`src/include/smi_pkg.sv`:
```
// constants shared by the shift, copy and indirect load datapath
package smi_pkg;

  // ----------------------------------------------------------------
  // register offsets (byte addresses)
  // ----------------------------------------------------------------
  localparam logic [7:0] CTRL_OFS = 8'h00;
  localparam logic [7:0] OPERAND_OFS = 8'h04;
  localparam logic [7:0] ACC_OFS = 8'h08;
  localparam logic [7:0] STATUS_OFS = 8'h0c;
  localparam logic [7:0] PTR0_OFS = 8'h10;
  localparam logic [7:0] PTR1_OFS = 8'h14;
  localparam logic [7:0] RESULT_OFS = 8'h18;

  // ----------------------------------------------------------------
  // control and status word fields
  // ----------------------------------------------------------------
  localparam int OP_LSB = 0;
  localparam int DEST_BIT = 3;
  localparam int PSEL_BIT = 4;
  localparam int MODE_LSB = 5;
  localparam int REL_BIT = 7;
  localparam int OFS_LSB = 8;
  localparam int FADDR_LSB = 14;
  localparam int STAT_C_BIT = 0;
  localparam int STAT_Z_BIT = 1;
  localparam int STAT_BUSY_BIT = 2;

  // ----------------------------------------------------------------
  // widths, codes and reset values
  // ----------------------------------------------------------------
  localparam int DW = 8;
  localparam int PW = 16;
  localparam int FAW = 7;
  localparam int OFSW = 6;
  localparam logic [1:0] MODE_PREINC = 2'h0;
  localparam logic [1:0] MODE_PREDEC = 2'h1;
  localparam logic [1:0] MODE_POSTINC = 2'h2;
  localparam logic [1:0] MODE_POSTDEC = 2'h3;
  localparam logic [2:0] OP_SHL = 3'h0; // shift_left_logical_op
  localparam logic [2:0] OP_SHR = 3'h1; // shift_right_logical_op
  localparam logic [2:0] OP_COPY = 3'h2; // copy_file_op
  localparam logic [2:0] OP_ILD = 3'h3; // indirect_load_op
  localparam logic DEST_ACC = 1'b0;
  localparam logic [1:0] RESP_OKAY = 2'h0;
  localparam logic [1:0] RESP_SLVERR = 2'h2;
  localparam logic [31:0] WORD_RST = 32'h0000_0000;

endpackage : smi_pkg

```
`src/core/smi_addr_unit.sv`:
```
// effective address and pointer update for the indirect load
module smi_addr_unit #(
  parameter int PW = 16,
  parameter int OFSW = 6
) (
  input wire logic [PW-1:0] ptr,
  input wire logic [1:0] mode,
  input wire logic rel,
  input wire logic [OFSW-1:0] offset,
  output logic [PW-1:0] eff_addr,
  output logic [PW-1:0] ptr_upd
);

  logic [PW-1:0] ptr_inc;
  logic [PW-1:0] ptr_dec;
  logic [PW-1:0] ofs_ext;

  // plus and minus one wrap at either end of the pointer range
  assign ptr_inc = PW'(ptr + PW'(1)); // RQ11
  assign ptr_dec = PW'(ptr - PW'(1)); // RQ11
  assign ofs_ext = {{(PW-OFSW){offset[OFSW-1]}}, offset};

  // mode decode: relative offset leaves the pointer alone
  always_comb begin
    eff_addr = ptr;
    ptr_upd = ptr;
    if (rel) begin
      eff_addr = PW'(ptr + ofs_ext); // RQ8
      ptr_upd = ptr; // RQ9
    end else begin
      case (mode)
        smi_pkg::MODE_PREINC: begin
          eff_addr = ptr_inc; // RQ7 RQ10
          ptr_upd = ptr_inc; // RQ9
        end
        smi_pkg::MODE_PREDEC: begin
          eff_addr = ptr_dec; // RQ7 RQ10
          ptr_upd = ptr_dec; // RQ9
        end
        smi_pkg::MODE_POSTINC: begin
          eff_addr = ptr; // RQ10
          ptr_upd = ptr_inc; // RQ9
        end
        smi_pkg::MODE_POSTDEC: begin
          eff_addr = ptr; // RQ10
          ptr_upd = ptr_dec; // RQ9
        end
        default: begin
          eff_addr = ptr;
          ptr_upd = ptr;
        end
      endcase
    end
  end

endmodule : smi_addr_unit

```
`src/core/smi_core.sv`:
```
// shift, copy and indirect load datapath with an axi4-lite register port

// How it works
// [RQ1] left shift: old bit 7 to carry, bits up one, zero in bit 0, C and Z
// [RQ2] right shift: old bit 0 to carry, bits down one, C and Z updated
// [RQ3] right shift forces result bit 7 to zero
// [RQ4] destination bit 0 writes accumulator, 1 writes back the file register
// [RQ5] copy moves the file value unchanged, updates only Z, one cycle
// [RQ6] indirect load picks one of two pointers, reads memory into accumulator
// [RQ7] pre-increment and pre-decrement address pointer plus or minus one
// [RQ8] relative mode adds a signed 6-bit offset, -32 to 31, to the pointer
// [RQ9] after the load the pointer steps by one, or stays in relative mode
// [RQ10] update code 00 pre-inc, 01 pre-dec, 10 post-inc, 11 post-dec
// [RQ11] pointers are 16 bits and wrap around when stepped past an end
// [RQ12] every operation finishes in one cycle, flags and pointers then commit
module smi_core #(
  parameter int AW = 8
) (
  input wire logic aclk,
  input wire logic aresetn,
  input wire logic [AW-1:0] s_axi_awaddr,
  input wire logic s_axi_awvalid,
  output logic s_axi_awready,
  input wire logic [31:0] s_axi_wdata,
  input wire logic [3:0] s_axi_wstrb,
  input wire logic s_axi_wvalid,
  output logic s_axi_wready,
  output logic [1:0] s_axi_bresp,
  output logic s_axi_bvalid,
  input wire logic s_axi_bready,
  input wire logic [AW-1:0] s_axi_araddr,
  input wire logic s_axi_arvalid,
  output logic s_axi_arready,
  output logic [31:0] s_axi_rdata,
  output logic [1:0] s_axi_rresp,
  output logic s_axi_rvalid,
  input wire logic s_axi_rready,
  output logic [smi_pkg::PW-1:0] mem_addr_r,
  output logic mem_re_r,
  input wire logic [smi_pkg::DW-1:0] mem_rdata,
  output logic [smi_pkg::FAW-1:0] file_addr_r,
  output logic [smi_pkg::DW-1:0] file_wdata_r,
  output logic file_we_r
);

  // ------------------------------------------------------------------
  // helpers
  // ------------------------------------------------------------------
  function automatic logic [31:0] merge(input logic [31:0] old, input logic [31:0] nw,
                                        input logic [3:0] strb);
    logic [31:0] res;
    res = old;
    for (int i = 0; i < 4; i++) begin
      if (strb[i]) res[8*i +: 8] = nw[8*i +: 8];
    end
    return res;
  endfunction : merge

  function automatic logic mapped(input logic [AW-1:0] a);
    return a[7:0] <= smi_pkg::RESULT_OFS && a[1:0] == 2'h0;
  endfunction : mapped

  // ------------------------------------------------------------------
  // state
  // ------------------------------------------------------------------
  logic aw_held_r, aw_held_nxt, w_held_r, w_held_nxt;
  logic [AW-1:0] aw_addr_r, aw_addr_nxt;
  logic [31:0] wdata_r, wdata_nxt;
  logic [3:0] wstrb_r, wstrb_nxt;
  logic awready_nxt, wready_nxt, bvalid_nxt, arready_nxt, rvalid_nxt;
  logic [1:0] bresp_nxt, rresp_nxt;
  logic [31:0] rdata_nxt;
  logic [31:0] ctrl_r, ctrl_nxt;
  logic [smi_pkg::DW-1:0] operand_r, operand_nxt, acc_r, acc_nxt;
  logic carry_r, carry_nxt, zero_r, zero_nxt;
  logic [smi_pkg::PW-1:0] ptr_r [2];
  logic [smi_pkg::PW-1:0] ptr_nxt [2];
  logic [smi_pkg::PW-1:0] ptr_upd_r, ptr_upd_nxt;
  logic exec_r, exec_nxt;
  logic [smi_pkg::FAW-1:0] file_addr_nxt;
  logic [smi_pkg::DW-1:0] file_wdata_nxt;
  logic file_we_nxt, mem_re_nxt;
  logic [smi_pkg::PW-1:0] mem_addr_nxt;
  logic do_write;
  logic [31:0] wmerged;
  logic [2:0] op;
  logic dest, psel;
  logic [smi_pkg::PW-1:0] eff_addr, ptr_upd;

  assign do_write = aw_held_r && w_held_r && !s_axi_bvalid;
  // control word as it will stand after the pending write, fed to the address unit
  assign wmerged = merge(ctrl_r, wdata_r, wstrb_r);
  assign op = ctrl_r[smi_pkg::OP_LSB +: 3];
  assign dest = ctrl_r[smi_pkg::DEST_BIT];
  assign psel = ctrl_r[smi_pkg::PSEL_BIT];

  // ------------------------------------------------------------------
  // address unit, fed from the incoming control word at issue
  // ------------------------------------------------------------------
  smi_addr_unit #(.PW(smi_pkg::PW), .OFSW(smi_pkg::OFSW)) u_addr (
    .ptr(ptr_r[wmerged[smi_pkg::PSEL_BIT]]),
    .mode(wmerged[smi_pkg::MODE_LSB +: 2]),
    .rel(wmerged[smi_pkg::REL_BIT]),
    .offset(wmerged[smi_pkg::OFS_LSB +: smi_pkg::OFSW]),
    .eff_addr(eff_addr),
    .ptr_upd(ptr_upd)
  );

  // ------------------------------------------------------------------
  // bus slave: next values
  // ------------------------------------------------------------------
  always_comb begin
    aw_held_nxt = (aw_held_r || (s_axi_awvalid && s_axi_awready)) && !do_write;
    w_held_nxt = (w_held_r || (s_axi_wvalid && s_axi_wready)) && !do_write;
    aw_addr_nxt = (s_axi_awvalid && s_axi_awready) ? s_axi_awaddr : aw_addr_r;
    wdata_nxt = (s_axi_wvalid && s_axi_wready) ? s_axi_wdata : wdata_r;
    wstrb_nxt = (s_axi_wvalid && s_axi_wready) ? s_axi_wstrb : wstrb_r;
    bvalid_nxt = do_write || (s_axi_bvalid && !s_axi_bready);
    bresp_nxt = do_write ? (mapped(aw_addr_r) ? smi_pkg::RESP_OKAY : smi_pkg::RESP_SLVERR)
                         : s_axi_bresp;
    awready_nxt = !aw_held_nxt && !bvalid_nxt;
    wready_nxt = !w_held_nxt && !bvalid_nxt;
    rvalid_nxt = (s_axi_arvalid && s_axi_arready) || (s_axi_rvalid && !s_axi_rready);
    arready_nxt = !rvalid_nxt;
    rdata_nxt = s_axi_rdata;
    rresp_nxt = s_axi_rresp;
    if (s_axi_arvalid && s_axi_arready) begin
      rresp_nxt = mapped(s_axi_araddr) ? smi_pkg::RESP_OKAY : smi_pkg::RESP_SLVERR;
      case (s_axi_araddr[7:0])
        smi_pkg::CTRL_OFS: rdata_nxt = ctrl_r;
        smi_pkg::OPERAND_OFS: rdata_nxt = {24'h00_0000, operand_r};
        smi_pkg::ACC_OFS: rdata_nxt = {24'h00_0000, acc_r};
        smi_pkg::STATUS_OFS: rdata_nxt = {29'h0, exec_r, zero_r, carry_r};
        smi_pkg::PTR0_OFS: rdata_nxt = {16'h0000, ptr_r[0]};
        smi_pkg::PTR1_OFS: rdata_nxt = {16'h0000, ptr_r[1]};
        smi_pkg::RESULT_OFS: rdata_nxt = {24'h00_0000, file_wdata_r};
        default: rdata_nxt = 32'h0000_0000;
      endcase
    end
  end

  // bus slave: registers
  always_ff @(posedge aclk) begin
    if (!aresetn) begin
      aw_held_r <= 1'b0;
      w_held_r <= 1'b0;
      aw_addr_r <= '0;
      wdata_r <= smi_pkg::WORD_RST;
      wstrb_r <= 4'h0;
      s_axi_awready <= 1'b1;
      s_axi_wready <= 1'b1;
      s_axi_bvalid <= 1'b0;
      s_axi_bresp <= smi_pkg::RESP_OKAY;
      s_axi_arready <= 1'b1;
      s_axi_rvalid <= 1'b0;
      s_axi_rresp <= smi_pkg::RESP_OKAY;
      s_axi_rdata <= smi_pkg::WORD_RST;
    end else begin
      aw_held_r <= aw_held_nxt;
      w_held_r <= w_held_nxt;
      aw_addr_r <= aw_addr_nxt;
      wdata_r <= wdata_nxt;
      wstrb_r <= wstrb_nxt;
      s_axi_awready <= awready_nxt;
      s_axi_wready <= wready_nxt;
      s_axi_bvalid <= bvalid_nxt;
      s_axi_bresp <= bresp_nxt;
      s_axi_arready <= arready_nxt;
      s_axi_rvalid <= rvalid_nxt;
      s_axi_rresp <= rresp_nxt;
      s_axi_rdata <= rdata_nxt;
    end
  end

  // ------------------------------------------------------------------
  // datapath: issue on a control write, execute in the next cycle
  // ------------------------------------------------------------------
  always_comb begin
    ctrl_nxt = ctrl_r;
    operand_nxt = operand_r;
    acc_nxt = acc_r;
    carry_nxt = carry_r;
    zero_nxt = zero_r;
    ptr_nxt = ptr_r;
    ptr_upd_nxt = ptr_upd_r;
    exec_nxt = 1'b0;
    file_addr_nxt = file_addr_r;
    file_wdata_nxt = file_wdata_r;
    file_we_nxt = 1'b0;
    mem_re_nxt = 1'b0;
    mem_addr_nxt = mem_addr_r;
    if (do_write) begin
      case (aw_addr_r[7:0])
        smi_pkg::CTRL_OFS: begin
          ctrl_nxt = wmerged;
          exec_nxt = 1'b1;
          ptr_upd_nxt = ptr_upd;
          mem_addr_nxt = eff_addr; // RQ6
          mem_re_nxt = (wmerged[smi_pkg::OP_LSB +: 3] == smi_pkg::OP_ILD);
          file_addr_nxt = wmerged[smi_pkg::FADDR_LSB +: smi_pkg::FAW];
        end
        smi_pkg::OPERAND_OFS: operand_nxt = 8'(merge({24'h0, operand_r}, wdata_r, wstrb_r));
        smi_pkg::ACC_OFS: acc_nxt = 8'(merge({24'h0, acc_r}, wdata_r, wstrb_r));
        smi_pkg::PTR0_OFS: ptr_nxt[0] = 16'(merge({16'h0, ptr_r[0]}, wdata_r, wstrb_r));
        smi_pkg::PTR1_OFS: ptr_nxt[1] = 16'(merge({16'h0, ptr_r[1]}, wdata_r, wstrb_r));
        default: ;
      endcase
    end
    // one execute cycle commits result, flags and pointer together
    if (exec_r) begin // RQ12
      case (op)
        smi_pkg::OP_SHL: begin
          carry_nxt = operand_r[7]; // RQ1
          file_wdata_nxt = {operand_r[6:0], 1'b0}; // RQ1
        end
        smi_pkg::OP_SHR: begin
          carry_nxt = operand_r[0]; // RQ2
          file_wdata_nxt = {1'b0, operand_r[7:1]}; // RQ2 RQ3
        end
        smi_pkg::OP_COPY: file_wdata_nxt = operand_r; // RQ5
        smi_pkg::OP_ILD: begin
          acc_nxt = mem_rdata; // RQ6
          zero_nxt = (mem_rdata == 8'h00);
          ptr_nxt[psel] = ptr_upd_r; // RQ9
        end
        default: ;
      endcase
      if (op == smi_pkg::OP_SHL || op == smi_pkg::OP_SHR || op == smi_pkg::OP_COPY) begin
        zero_nxt = (file_wdata_nxt == 8'h00); // RQ1 RQ2 RQ5
        if (dest == smi_pkg::DEST_ACC) acc_nxt = file_wdata_nxt; // RQ4
        else file_we_nxt = 1'b1; // RQ4
      end
    end
  end

  // datapath: registers
  always_ff @(posedge aclk) begin
    if (!aresetn) begin
      ctrl_r <= smi_pkg::WORD_RST;
      operand_r <= 8'h00;
      acc_r <= 8'h00;
      carry_r <= 1'b0;
      zero_r <= 1'b0;
      ptr_r[0] <= 16'h0000;
      ptr_r[1] <= 16'h0000;
      ptr_upd_r <= 16'h0000;
      exec_r <= 1'b0;
      file_addr_r <= 7'h00;
      file_wdata_r <= 8'h00;
      file_we_r <= 1'b0;
      mem_re_r <= 1'b0;
      mem_addr_r <= 16'h0000;
    end else begin
      ctrl_r <= ctrl_nxt;
      operand_r <= operand_nxt;
      acc_r <= acc_nxt;
      carry_r <= carry_nxt;
      zero_r <= zero_nxt;
      ptr_r <= ptr_nxt;
      ptr_upd_r <= ptr_upd_nxt;
      exec_r <= exec_nxt;
      file_addr_r <= file_addr_nxt;
      file_wdata_r <= file_wdata_nxt;
      file_we_r <= file_we_nxt;
      mem_re_r <= mem_re_nxt;
      mem_addr_r <= mem_addr_nxt;
    end
  end
endmodule : smi_core

```
`config.mk`:
```
export PLATFORM = sky130hd
export DESIGN_NAME = smi_core
export DESIGN_NICKNAME = d
export VERILOG_FILES = /design/src/include/smi_pkg.sv /design/src/core/smi_addr_unit.sv /design/src/core/smi_core.sv
export SDC_FILE = /design/constraint.sdc
export NUM_CORES = 1
export LEC_CHECK = 0
export ABC_AREA = 1
export BUFFER_PORTS_ARGS = -buffer_cell sky130_fd_sc_hd__buf_4
export CORE_ASPECT_RATIO = 1.5
export CORE_MARGIN = 4
export CORE_UTILIZATION = 35
export CTS_BUF_LIST = sky130_fd_sc_hd__clkbuf_4 sky130_fd_sc_hd__clkbuf_8
export DETAILED_ROUTE_END_ITERATION = 6
export GPL_ROUTABILITY_DRIVEN = 0
export PLACE_DENSITY_LB_ADDON = 0.2
export SLEW_MARGIN = 20
export SYNTH_ARGS = -nofsm -noshare
export SYNTH_HDL_FRONTEND = slang
export SYNTH_HIERARCHICAL = 1
export SYNTH_SLANG_ARGS = --single-unit
export TNS_END_PERCENT = 10
```
`constraint.sdc`:
```
create_clock -name aclk -period 4.2 [get_ports aclk]
set_input_delay 0.42 -clock aclk [delete_from_list [all_inputs] [get_ports aclk]]
set_output_delay 0.42 -clock aclk [all_outputs]
set_load 0.02 [all_outputs]
```
==> results of run 1 <==
==> per-stage QoR <==
step                      cell area [sq um]  total power, W  worst slack (ns)  util [%]
after floorplan                       11800         0.00244              1.39         -
after global placement                13100         0.00264             0.722      39.8
after detailed placement              13100         0.00265             0.680      39.8
after CTS                             13800         0.00466             0.672      42.1
after global routing                  13800         0.00480             0.255      42.2
final                                 13800         0.00460             0.577      42.2
==> power by group through the flow <==
stage          Combinational (W)  Sequential (W)  Clock, W
2_1_floorplan           0.000276         0.00217         0
3_3_place_gp            0.000477         0.00217         0
3_5_place_dp            0.000481         0.00217         0
4_1_cts                 0.000483         0.00212   0.00206
5_1_grt                 0.000533         0.00213   0.00213
6_report                0.000478         0.00213   0.00200
==> how the worst min path moves through the flow <==
stage / endpoint / slack (ns)
5_1_grt: wdata_r[19] / 0.13
2_1_floorplan: ctrl_r[21] / 0.42
3_3_place_gp: ctrl_r[23] / 0.44
6_report: wdata_r[2] / 0.12
4_1_cts: wdata_r[20] / 0.1
3_5_place_dp: ctrl_r[23] / 0.44
==> cell usage in the layout, fill, tap and decap left out, drive strengths merged, types with 5 or more instances in the layout <==
cell,instances
nand3,148
o21ai,226
o211ai,15
ha,17
a21oi,138
clkbuf,58
nand4,10
a211oi,7
xor2,13
inv,166
nor2,267
nand2,446
dfxtp,210
buf,171
xnor2,5
a31oi,31
nor3,8
==> worst max-delay path, stage by stage (launching register included) <==
cell and delay (ns):
dfxtp_1 0.60, o21ai_1 0.41, o21ai_0 1.01, nand2_1 0.21
nor2_1 0.28, nand2_1 0.11, nor2_1 0.15, nor3_1 0.07
o21ai_1 0.39, nand2_1 0.11, nor2_1 0.12, nor2_1 0.06
==> final cells by class <==
type                    instances  area [sq um]
fillers                      3620         19000
multi-input cells            1359          6440
flip-flops and latches        210          4200
repair buffers                171          1280
clock buffers                  58           742
inverters                     165           619
well taps                     415           519
clock inverters                 5          36.3
==> logic make-up after synthesis <==
kind of cell / after synthesis
buffers and inverters: 271
DFF: 210
adders and majority gates: 18
other: 1
and+or+nand+nor: 894
xor gates and xnor gates: 18
AOI/OAI and AO/OA: 427
==> registers in the layout, indices dropped and copies added (netlist names), 4 cells and up <==
name and count:
ptr_upd_r 16, wdata_r 32, file_wdata_r 8, mem_addr_r 16
ctrl_r 25, operand_r 8, aw_addr_r 8, s_axi_rdata 32
acc_r 8, ptr_r 32, file_addr_r 7, wstrb_r 4
==> routing by layer <==
layer / track usage, % / up-vias
met5: 0 / -
met4: 11.7 / 0
met3: 3.46 / 104
met2: 42.3 / 387
met1: 23.2 / 5773
li1: - / 6233
==> results.toml, run 1 <==
[status]
status = "completed"

[cells_and_area]
final_nets = 2028
syn_to_final_growth_pct = 17.8
antennaDiodeCount = 0
drive_above_1_share_pct = 14.3
stdcell_count = 2383

[drt]
ant_nets = 0
met3_length_microns = 2070
vias = 12497
drc = 0
via_per_inst = 5.24
wl_microns = 42000
wl_per_cell_microns = 17.6
wl_met1_microns = 15300
route.met2.wl_microns = 22300
maxUsedRoutingLayer = "met4"
drt_iter0_drc = 865
first_pass_iters = 6

[cts]
cts_tree = "done"
cts.path.max_buffers = 3
insertion_delay_ns = 0.55
cts_resized = 0
clk_pin_slew_ns = 0.06
htreeDepth = 2
cts_hold_buf = 0
post-cts-setup-buffers = 0
root_buffer = "clkbuf_8"
cts.sinks = 210
cts_buffers = 36

[logic_synthesis]
yosysTopAreaCellShare_pct = 35.8
synthCells = 1839
synthMuxAreaShare_pct = 0
synthFlopType = "dfxtp_1"
avgSynthCellArea_sq_um = 6.39
yosysUniqueCellTypes = 48
syn_area_sq_um = 11800
synth_xor_area_share_pct = 1.41
synthArstFlopShare_pct = 0
synth_enable_flop_cells = 0
seq_area_frac_synth_pct = 35.8
synth_top_family_by_area = "simple AND/OR/NAND/NOR gates"
synth_fa_ha_area_share_pct = 1.98
yosys.area_share.simple_pct = 31.9
yosys-top-cells-area = "dfxtp_1 (36%), nand2_1 (14%), o21ai_0 (8.3%), nor2_1 (7.9%), nand3_1 (6.3%)"
yosysWarnings = 6
synth.most_common_cell = "nand2_1"
synth_largest_area_cell = "dfxtp_1"
synth_compound_area_share_pct = 19.3
synth_seq_cells = 210
synth_common_cells = "nand2_1 (440), nor2_1 (246), dfxtp_1 (210)"

[floorplanning]
die-width_microns = 158
core-area_sq_um = 32800
num_rows = 81
start_util_pct = 35.8
pin_count = 141
die_y_microns = 232
dieArea_sq_um = 36600

[worst_setup_path]
crit_end = "mem_addr_r[8]"
worstPathArrival_ns = 4.06
cp_max_fo = 15
path_class = "reg -> reg"
critPathLaunchType = "register"
critPathRequiredTime_ns = 4.64
r2r_slack_ns = 0.58
r2r-end = "mem_addr_r[8]"
critPathLaunch = "wstrb_r[0]"
worst-r2r-cell-count = 11
r2r_start = "wstrb_r[0]"
crit_path_end_kind = "register"

[pwr]
irDropWorstVdd_mv = 0.331
share_comb_of_total_power_pct = 10.4
p_sw_w = 0.00125
swShare_pct = 27.1
p_leak_nw = 6.23
p_int_w = 0.00335
p_per_area_nw_per_um2 = 332
pwr-share-clk_pct = 43.4
pwr-share-seq_pct = 46.2

[sta]
fin_crit_ns = 3.62
holdWs_ns = 0.120
setup_viol = 0
rsz0062_at_grt = "false"
maxSlewViolCount = 0
fmax_mhz = 276
finClkSkew_ns = 0.0160
final_hold_viol_count = 0
tightest_slew_ns = 1.14
setup_tns_ns = 0
fin_crit_sh_pct = 86.3
relSlewSlack_pct = 23.0

[worst_hold_path]
worstHoldStart = "s_axi_wdata[2]"
min_path_type = "in -> reg"
whs_path_depth = 3

[grt]
grt_antenna_before_repair = 0
grt_pass1_vias = 12009
grt_max_degree = 92
grt_usage_pct = 22.3
overflow = 0
grt_pass1_wl_microns = 64700

[place]
placed_cells = 2320
portBuffers = 138
dp_hpwl_microns = 31300

[job]
maxCapViolCount = 0
Note: power is estimated with default switching activity, not from simulation.
==> run 2: changes to the inputs <==
--- a/config.mk
+++ b/config.mk
@@ -9,10 +9,9 @@
 export BUFFER_PORTS_ARGS = -buffer_cell sky130_fd_sc_hd__buf_4
 export CORE_ASPECT_RATIO = 1.5
 export CORE_MARGIN = 4
-export CORE_UTILIZATION = 35
+export CORE_UTILIZATION = 60
 export CTS_BUF_LIST = sky130_fd_sc_hd__clkbuf_4 sky130_fd_sc_hd__clkbuf_8
 export DETAILED_ROUTE_END_ITERATION = 6
-export GPL_ROUTABILITY_DRIVEN = 0
 export PLACE_DENSITY_LB_ADDON = 0.2
 export SLEW_MARGIN = 20
 export SYNTH_ARGS = -nofsm -noshare
==> constraint.sdc (replaced) <==
create_clock -name aclk -period 4.6 [get_ports aclk]
set_input_delay 0.46 -clock aclk [delete_from_list [all_inputs] [get_ports aclk]]
set_output_delay 0.46 -clock aclk [all_outputs]
set_load 0.02 [all_outputs]
==> results.toml, run 2 (synthesis results as in run 1) <==
[status]
status = "completed"

[cells_and_area]
layout_commonest_cell = "nand2_1"
final_nets = 2018
postLayoutCoreUtil_pct = 70.5
drive_above_1_share_pct = 13.8
stdcell_count = 2212
antennaDiodeCount = 0
reg.largest.list = "ptr_r x32, s_axi_rdata x32, wdata_r x32"
layout_common_cells = "nand2_1 (440), nor2_1 (246), dfxtp_1 (210)"
syn_to_final_growth_pct = 15.4

[cts]
cts.path.max_buffers = 3
cts_hold_buf = 0
htreeDepth = 2
cts.sinks = 210
root_buffer = "clkbuf_8"
insertion_delay_ns = 0.55
cts_buffers = 34
post-cts-setup-buffers = 0
clk_pin_slew_ns = 0.07
cts_tree = "done"
cts_resized = 0

[job]
maxCapViolCount = 0

[sta]
fin_crit_sh_pct = 76.8
tightest_slew_ns = 1.03
setup_ws_ns = 1.07
rsz0062_at_grt = "false"
setup_viol = 0
setup_tns_ns = 0
relSlewSlack_pct = 30.3
fin_crit_ns = 3.53
maxSlewViolCount = 0
fmax_mhz = 283
finClkSkew_ns = 0.0339
final_hold_viol_count = 0

[drt]
wl_per_cell_microns = 17.7
via_per_inst = 5.73
vias = 12673
ant_nets = 0
first_pass_iters = 5
wl_microns = 39200
drt_iter0_drc = 1134
drc = 0

[place]
dp_hpwl_microns = 28100
pre_cts_ws_ns = 1.22
placed_cells = 2153
portBuffers = 138
gp_congestion = 1.02

[worst_setup_path]
worstPathArrival_ns = 3.95
critPathLaunchType = "register"
crit_path_end_kind = "register"
cp_max_fo = 14
critPathRequiredTime_ns = 5.02
path_class = "reg -> reg"

[pwr]
p_total_w = 0.00418
p_per_area_nw_per_um2 = 308
p_leak_nw = 6.17
irDropWorstVdd_mv = 0.312

[grt]
grt_usage_pct = 35.3
overflow = 0
grt_antenna_before_repair = 0
grt_max_degree = 91
grt_pass1_wl_microns = 61200
grt_pass1_vias = 12144

[floorplanning]
core-area_sq_um = 19200
start_util_pct = 61.1
die-width_microns = 122
dieArea_sq_um = 21900
die_y_microns = 179
pin_count = 141
num_rows = 62

[worst_hold_path]
min_path_type = "in -> reg"
## run 2: cell count changes in the layout (fill, tap and decap cells not counted)
cell / change
o21ai_0: -1
clkinvlp_4: +2
inv_6: -3
bufinv_16: +2
o21ai_1: +1
inv_8: +1
clkbuf_8: -6
buf_4: -8
## run 2: path summary, 6_finish.rpt
path	startpoint	end	slack [ns]	depth (start not counted)
max reg2reg	wstrb_r[0]	mem_addr_r[8]	1.07	17
min	s_axi_wdata[23]	wdata_r[23]	0.18	3
max	wstrb_r[0]	mem_addr_r[8]	1.07	17
min reg2reg	ctrl_r[22]	ctrl_r[22]	0.45	2
## run 2: critical path: stages (launching register included)
cell and delay (ns):
dfxtp_1 0.61, nand2_1 0.15, o21ai_1 0.34, buf_4 0.25
nand2_1 0.06, nand2_1 0.22, ha_1 0.24, inv_1 0.06
fa_1 0.44, inv_1 0.13, nand3_1 0.07, nand3_1 0.14
a21oi_1 0.10, and2_1 0.14, o21ai_0 0.18, nand2_1 0.08
nor2_1 0.12, nor2_1 0.06
## run 2: metrics by stage
step | hold WS, ns | instance area (sq um)
after floorplan | 0.424 | 11800
after global placement | 0.434 | 12800
after detailed placement | 0.439 | 12800
after CTS | 0.164 | 13600
after global routing | 0.193 | 13600
final | 0.177 | 13600
## run 2: per-layer routing
layer / part of all wire (%) / GRT usage [%] / up-vias
met4: 7.7 / 25.2 / 0
met3: 6.7 / 6.19 / 176
met2: 49 / 61.4 / 577
met1: 37 / 38.3 / 5723
li1: - / - / 6197
met5: 0 / 0 / -
## run 2: layout make-up
| type | count | area, sq um |
|---|---|---|
| Clock buffer | 52 | 659 |
| Clock inverter | 7 | 96.3 |
| Fill cell | 1769 | 5680 |
| Inverter | 165 | 619 |
| Multi-Input combinational cell | 1359 | 6440 |
| Sequential cell | 210 | 4200 |
| Tap cell | 256 | 320 |
| Timing Repair Buffer | 163 | 1220 |
## run 2: report_power, final
part,total [W],internal (W),switching [W]
registers,0.00194,0.00188,0.0000558
logic,0.000434,0.000146,0.000288
clock network,0.00181,0.00103,0.000778
==> run 3: changes to the inputs <==
==> constraint.sdc (replaced) <==
create_clock -name aclk -period 3.5 [get_ports aclk]
set_input_delay 0.35 -clock aclk [delete_from_list [all_inputs] [get_ports aclk]]
set_output_delay 0.35 -clock aclk [all_outputs]
set_load 0.02 [all_outputs]
==> results.toml, run 3 (synthesis results as in run 1) <==
[drt]
vias = 12968
ant_nets = 0
via_per_inst = 5.82
drt_iter0_drc = 1104
first_pass_iters = 6
drc = 0
wl_microns = 40200
wl_per_cell_microns = 18.0

[worst_setup_path]
crit_path_end_kind = "register"
worstPathArrival_ns = 3.55
path_cells = "inv_1, o21ai_1, buf_4, o21ai_0, ha_1, nand2_1, nand2_1, a21oi_1, nand2_1, nand2_1, nand2_1, nand2_1, nand2_1, nand2_1, nand2_1, nor2_1, nor2_1"
r2r_slack_ns = 0.36
timing.critical_path.buf_inv = 2
critPathLaunchType = "register"
critical-path-max-stage-delay_ns = 0.83
crit_family = "compound AO/OA/AOI/OAI gates"
cp_max_fo = 14
cpMostUsedCell = "nand2_1"
critPathRequiredTime_ns = 3.92
path_class = "reg -> reg"
worst_path_max_delay_cell = "o21ai_0"

[status]
status = "completed"

[sta]
finClkSkew_ns = 0.0186
tightest_slew_ns = 1.06
fmax_mhz = 319
final_hold_viol_count = 0
setup_tns_ns = 0
rsz0062_at_grt = "false"
maxSlewViolCount = 0
relSlewSlack_pct = 28.7
fin_crit_ns = 3.14
setup_viol = 0
fin_crit_sh_pct = 89.6

[place]
dp_hpwl_microns = 29200
placed_cells = 2170
portBuffers = 138
gp_congestion = 1.03
placed_area_sq_um = 12900

[worst_hold_path]
min_path_type = "in -> reg"

[pwr]
p_leak_nw = 6.24
irDropWorstVdd_mv = 0.368
p_per_area_nw_per_um2 = 398

[cells_and_area]
reg.largest.list = "ptr_r x32, s_axi_rdata x32, wdata_r x32"
stdcell_count = 2229
drive_above_1_share_pct = 14.4
final_nets = 2035
layout_common_cells = "nand2_1 (440), nor2_1 (246), dfxtp_1 (210)"
postLayoutCoreUtil_pct = 71.0
layout_commonest_cell = "nand2_1"
final_cell_area_sq_um = 13700
antennaDiodeCount = 0
num-fill-cells = 1751
syn_to_final_growth_pct = 16.3

[grt]
grt_max_degree = 101
grt_pass1_vias = 12687
grt_pass1_wl_microns = 63800
grt_usage_pct = 36.7
grt_antenna_before_repair = 0
overflow = 0

[cts]
cts.sinks = 210
cts.path.max_buffers = 3
root_buffer = "clkbuf_8"
insertion_delay_ns = 0.54
cts_buffers = 34
cts_hold_buf = 0
cts_resized = 0
htreeDepth = 2
post-cts-setup-buffers = 0
cts_tree = "done"
clk_pin_slew_ns = 0.06

[floorplanning]
dieArea_sq_um = 21900
core-area_sq_um = 19200
start_util_pct = 61.1
pin_count = 141
die_y_microns = 179
num_rows = 62
die-width_microns = 122

[job]
maxCapViolCount = 0
## run 3: stage by stage
stage	hold slack (ns)	power (W)	setup WS [ns]
6_report	0.0726	0.00544	0.363
5_1_grt	0.0709	0.00564	0.104
4_1_cts	0.0555	0.00546	0.403
3_5_place_dp	0.438	0.00317	0.419
3_3_place_gp	0.431	0.00316	0.523
2_1_floorplan	0.424	0.00293	0.695
## run 3: final timing paths
check / startpoint / end / depth (start not counted)
setup / recovery: ctrl_r[4] / mem_addr_r[15] / 17
hold / removal: s_axi_wdata[6] / wdata_r[6] / 3
setup reg to reg: ctrl_r[4] / mem_addr_r[15] / 17
hold reg to reg: ctrl_r[22] / ctrl_r[22] / 2
## run 3: metal layers
layer / global-route usage [%] / routed length, microns / vias up
met3: 7.35 / 2600 / 216
met4: 29.1 / 3610 / 0
met2: 63.0 / 19700 / 605
met5: 0 / 0 / -
met1: 38.9 / 14300 / 5910
li1: - / - / 6237
## run 3: worst min-delay path, cell delays in order
cell	delay [ns]
buf_4	0.07
o21ai_0	0.07
nor2_1	0.07
## run 3: power breakdown
part | internal (W) | total (W) | switching [W]
logic | 0.000202 | 0.000588 | 0.000386
clock network | 0.00129 | 0.00231 | 0.00101
registers | 0.00248 | 0.00255 | 0.0000704
total | 0.00397 | 0.00544 | 0.00147
## run 3: layout make-up
type	instances	area (sq um)	share of cell area, %
multi-input cells	1359	6430	47.0
repair buffers	180	1360	9.98
inverters	165	619	4.53
well taps	256	320	2.34
flip-flops and latches	210	4200	30.8
clock inverters	10	111	0.815
clock buffers	49	618	4.52
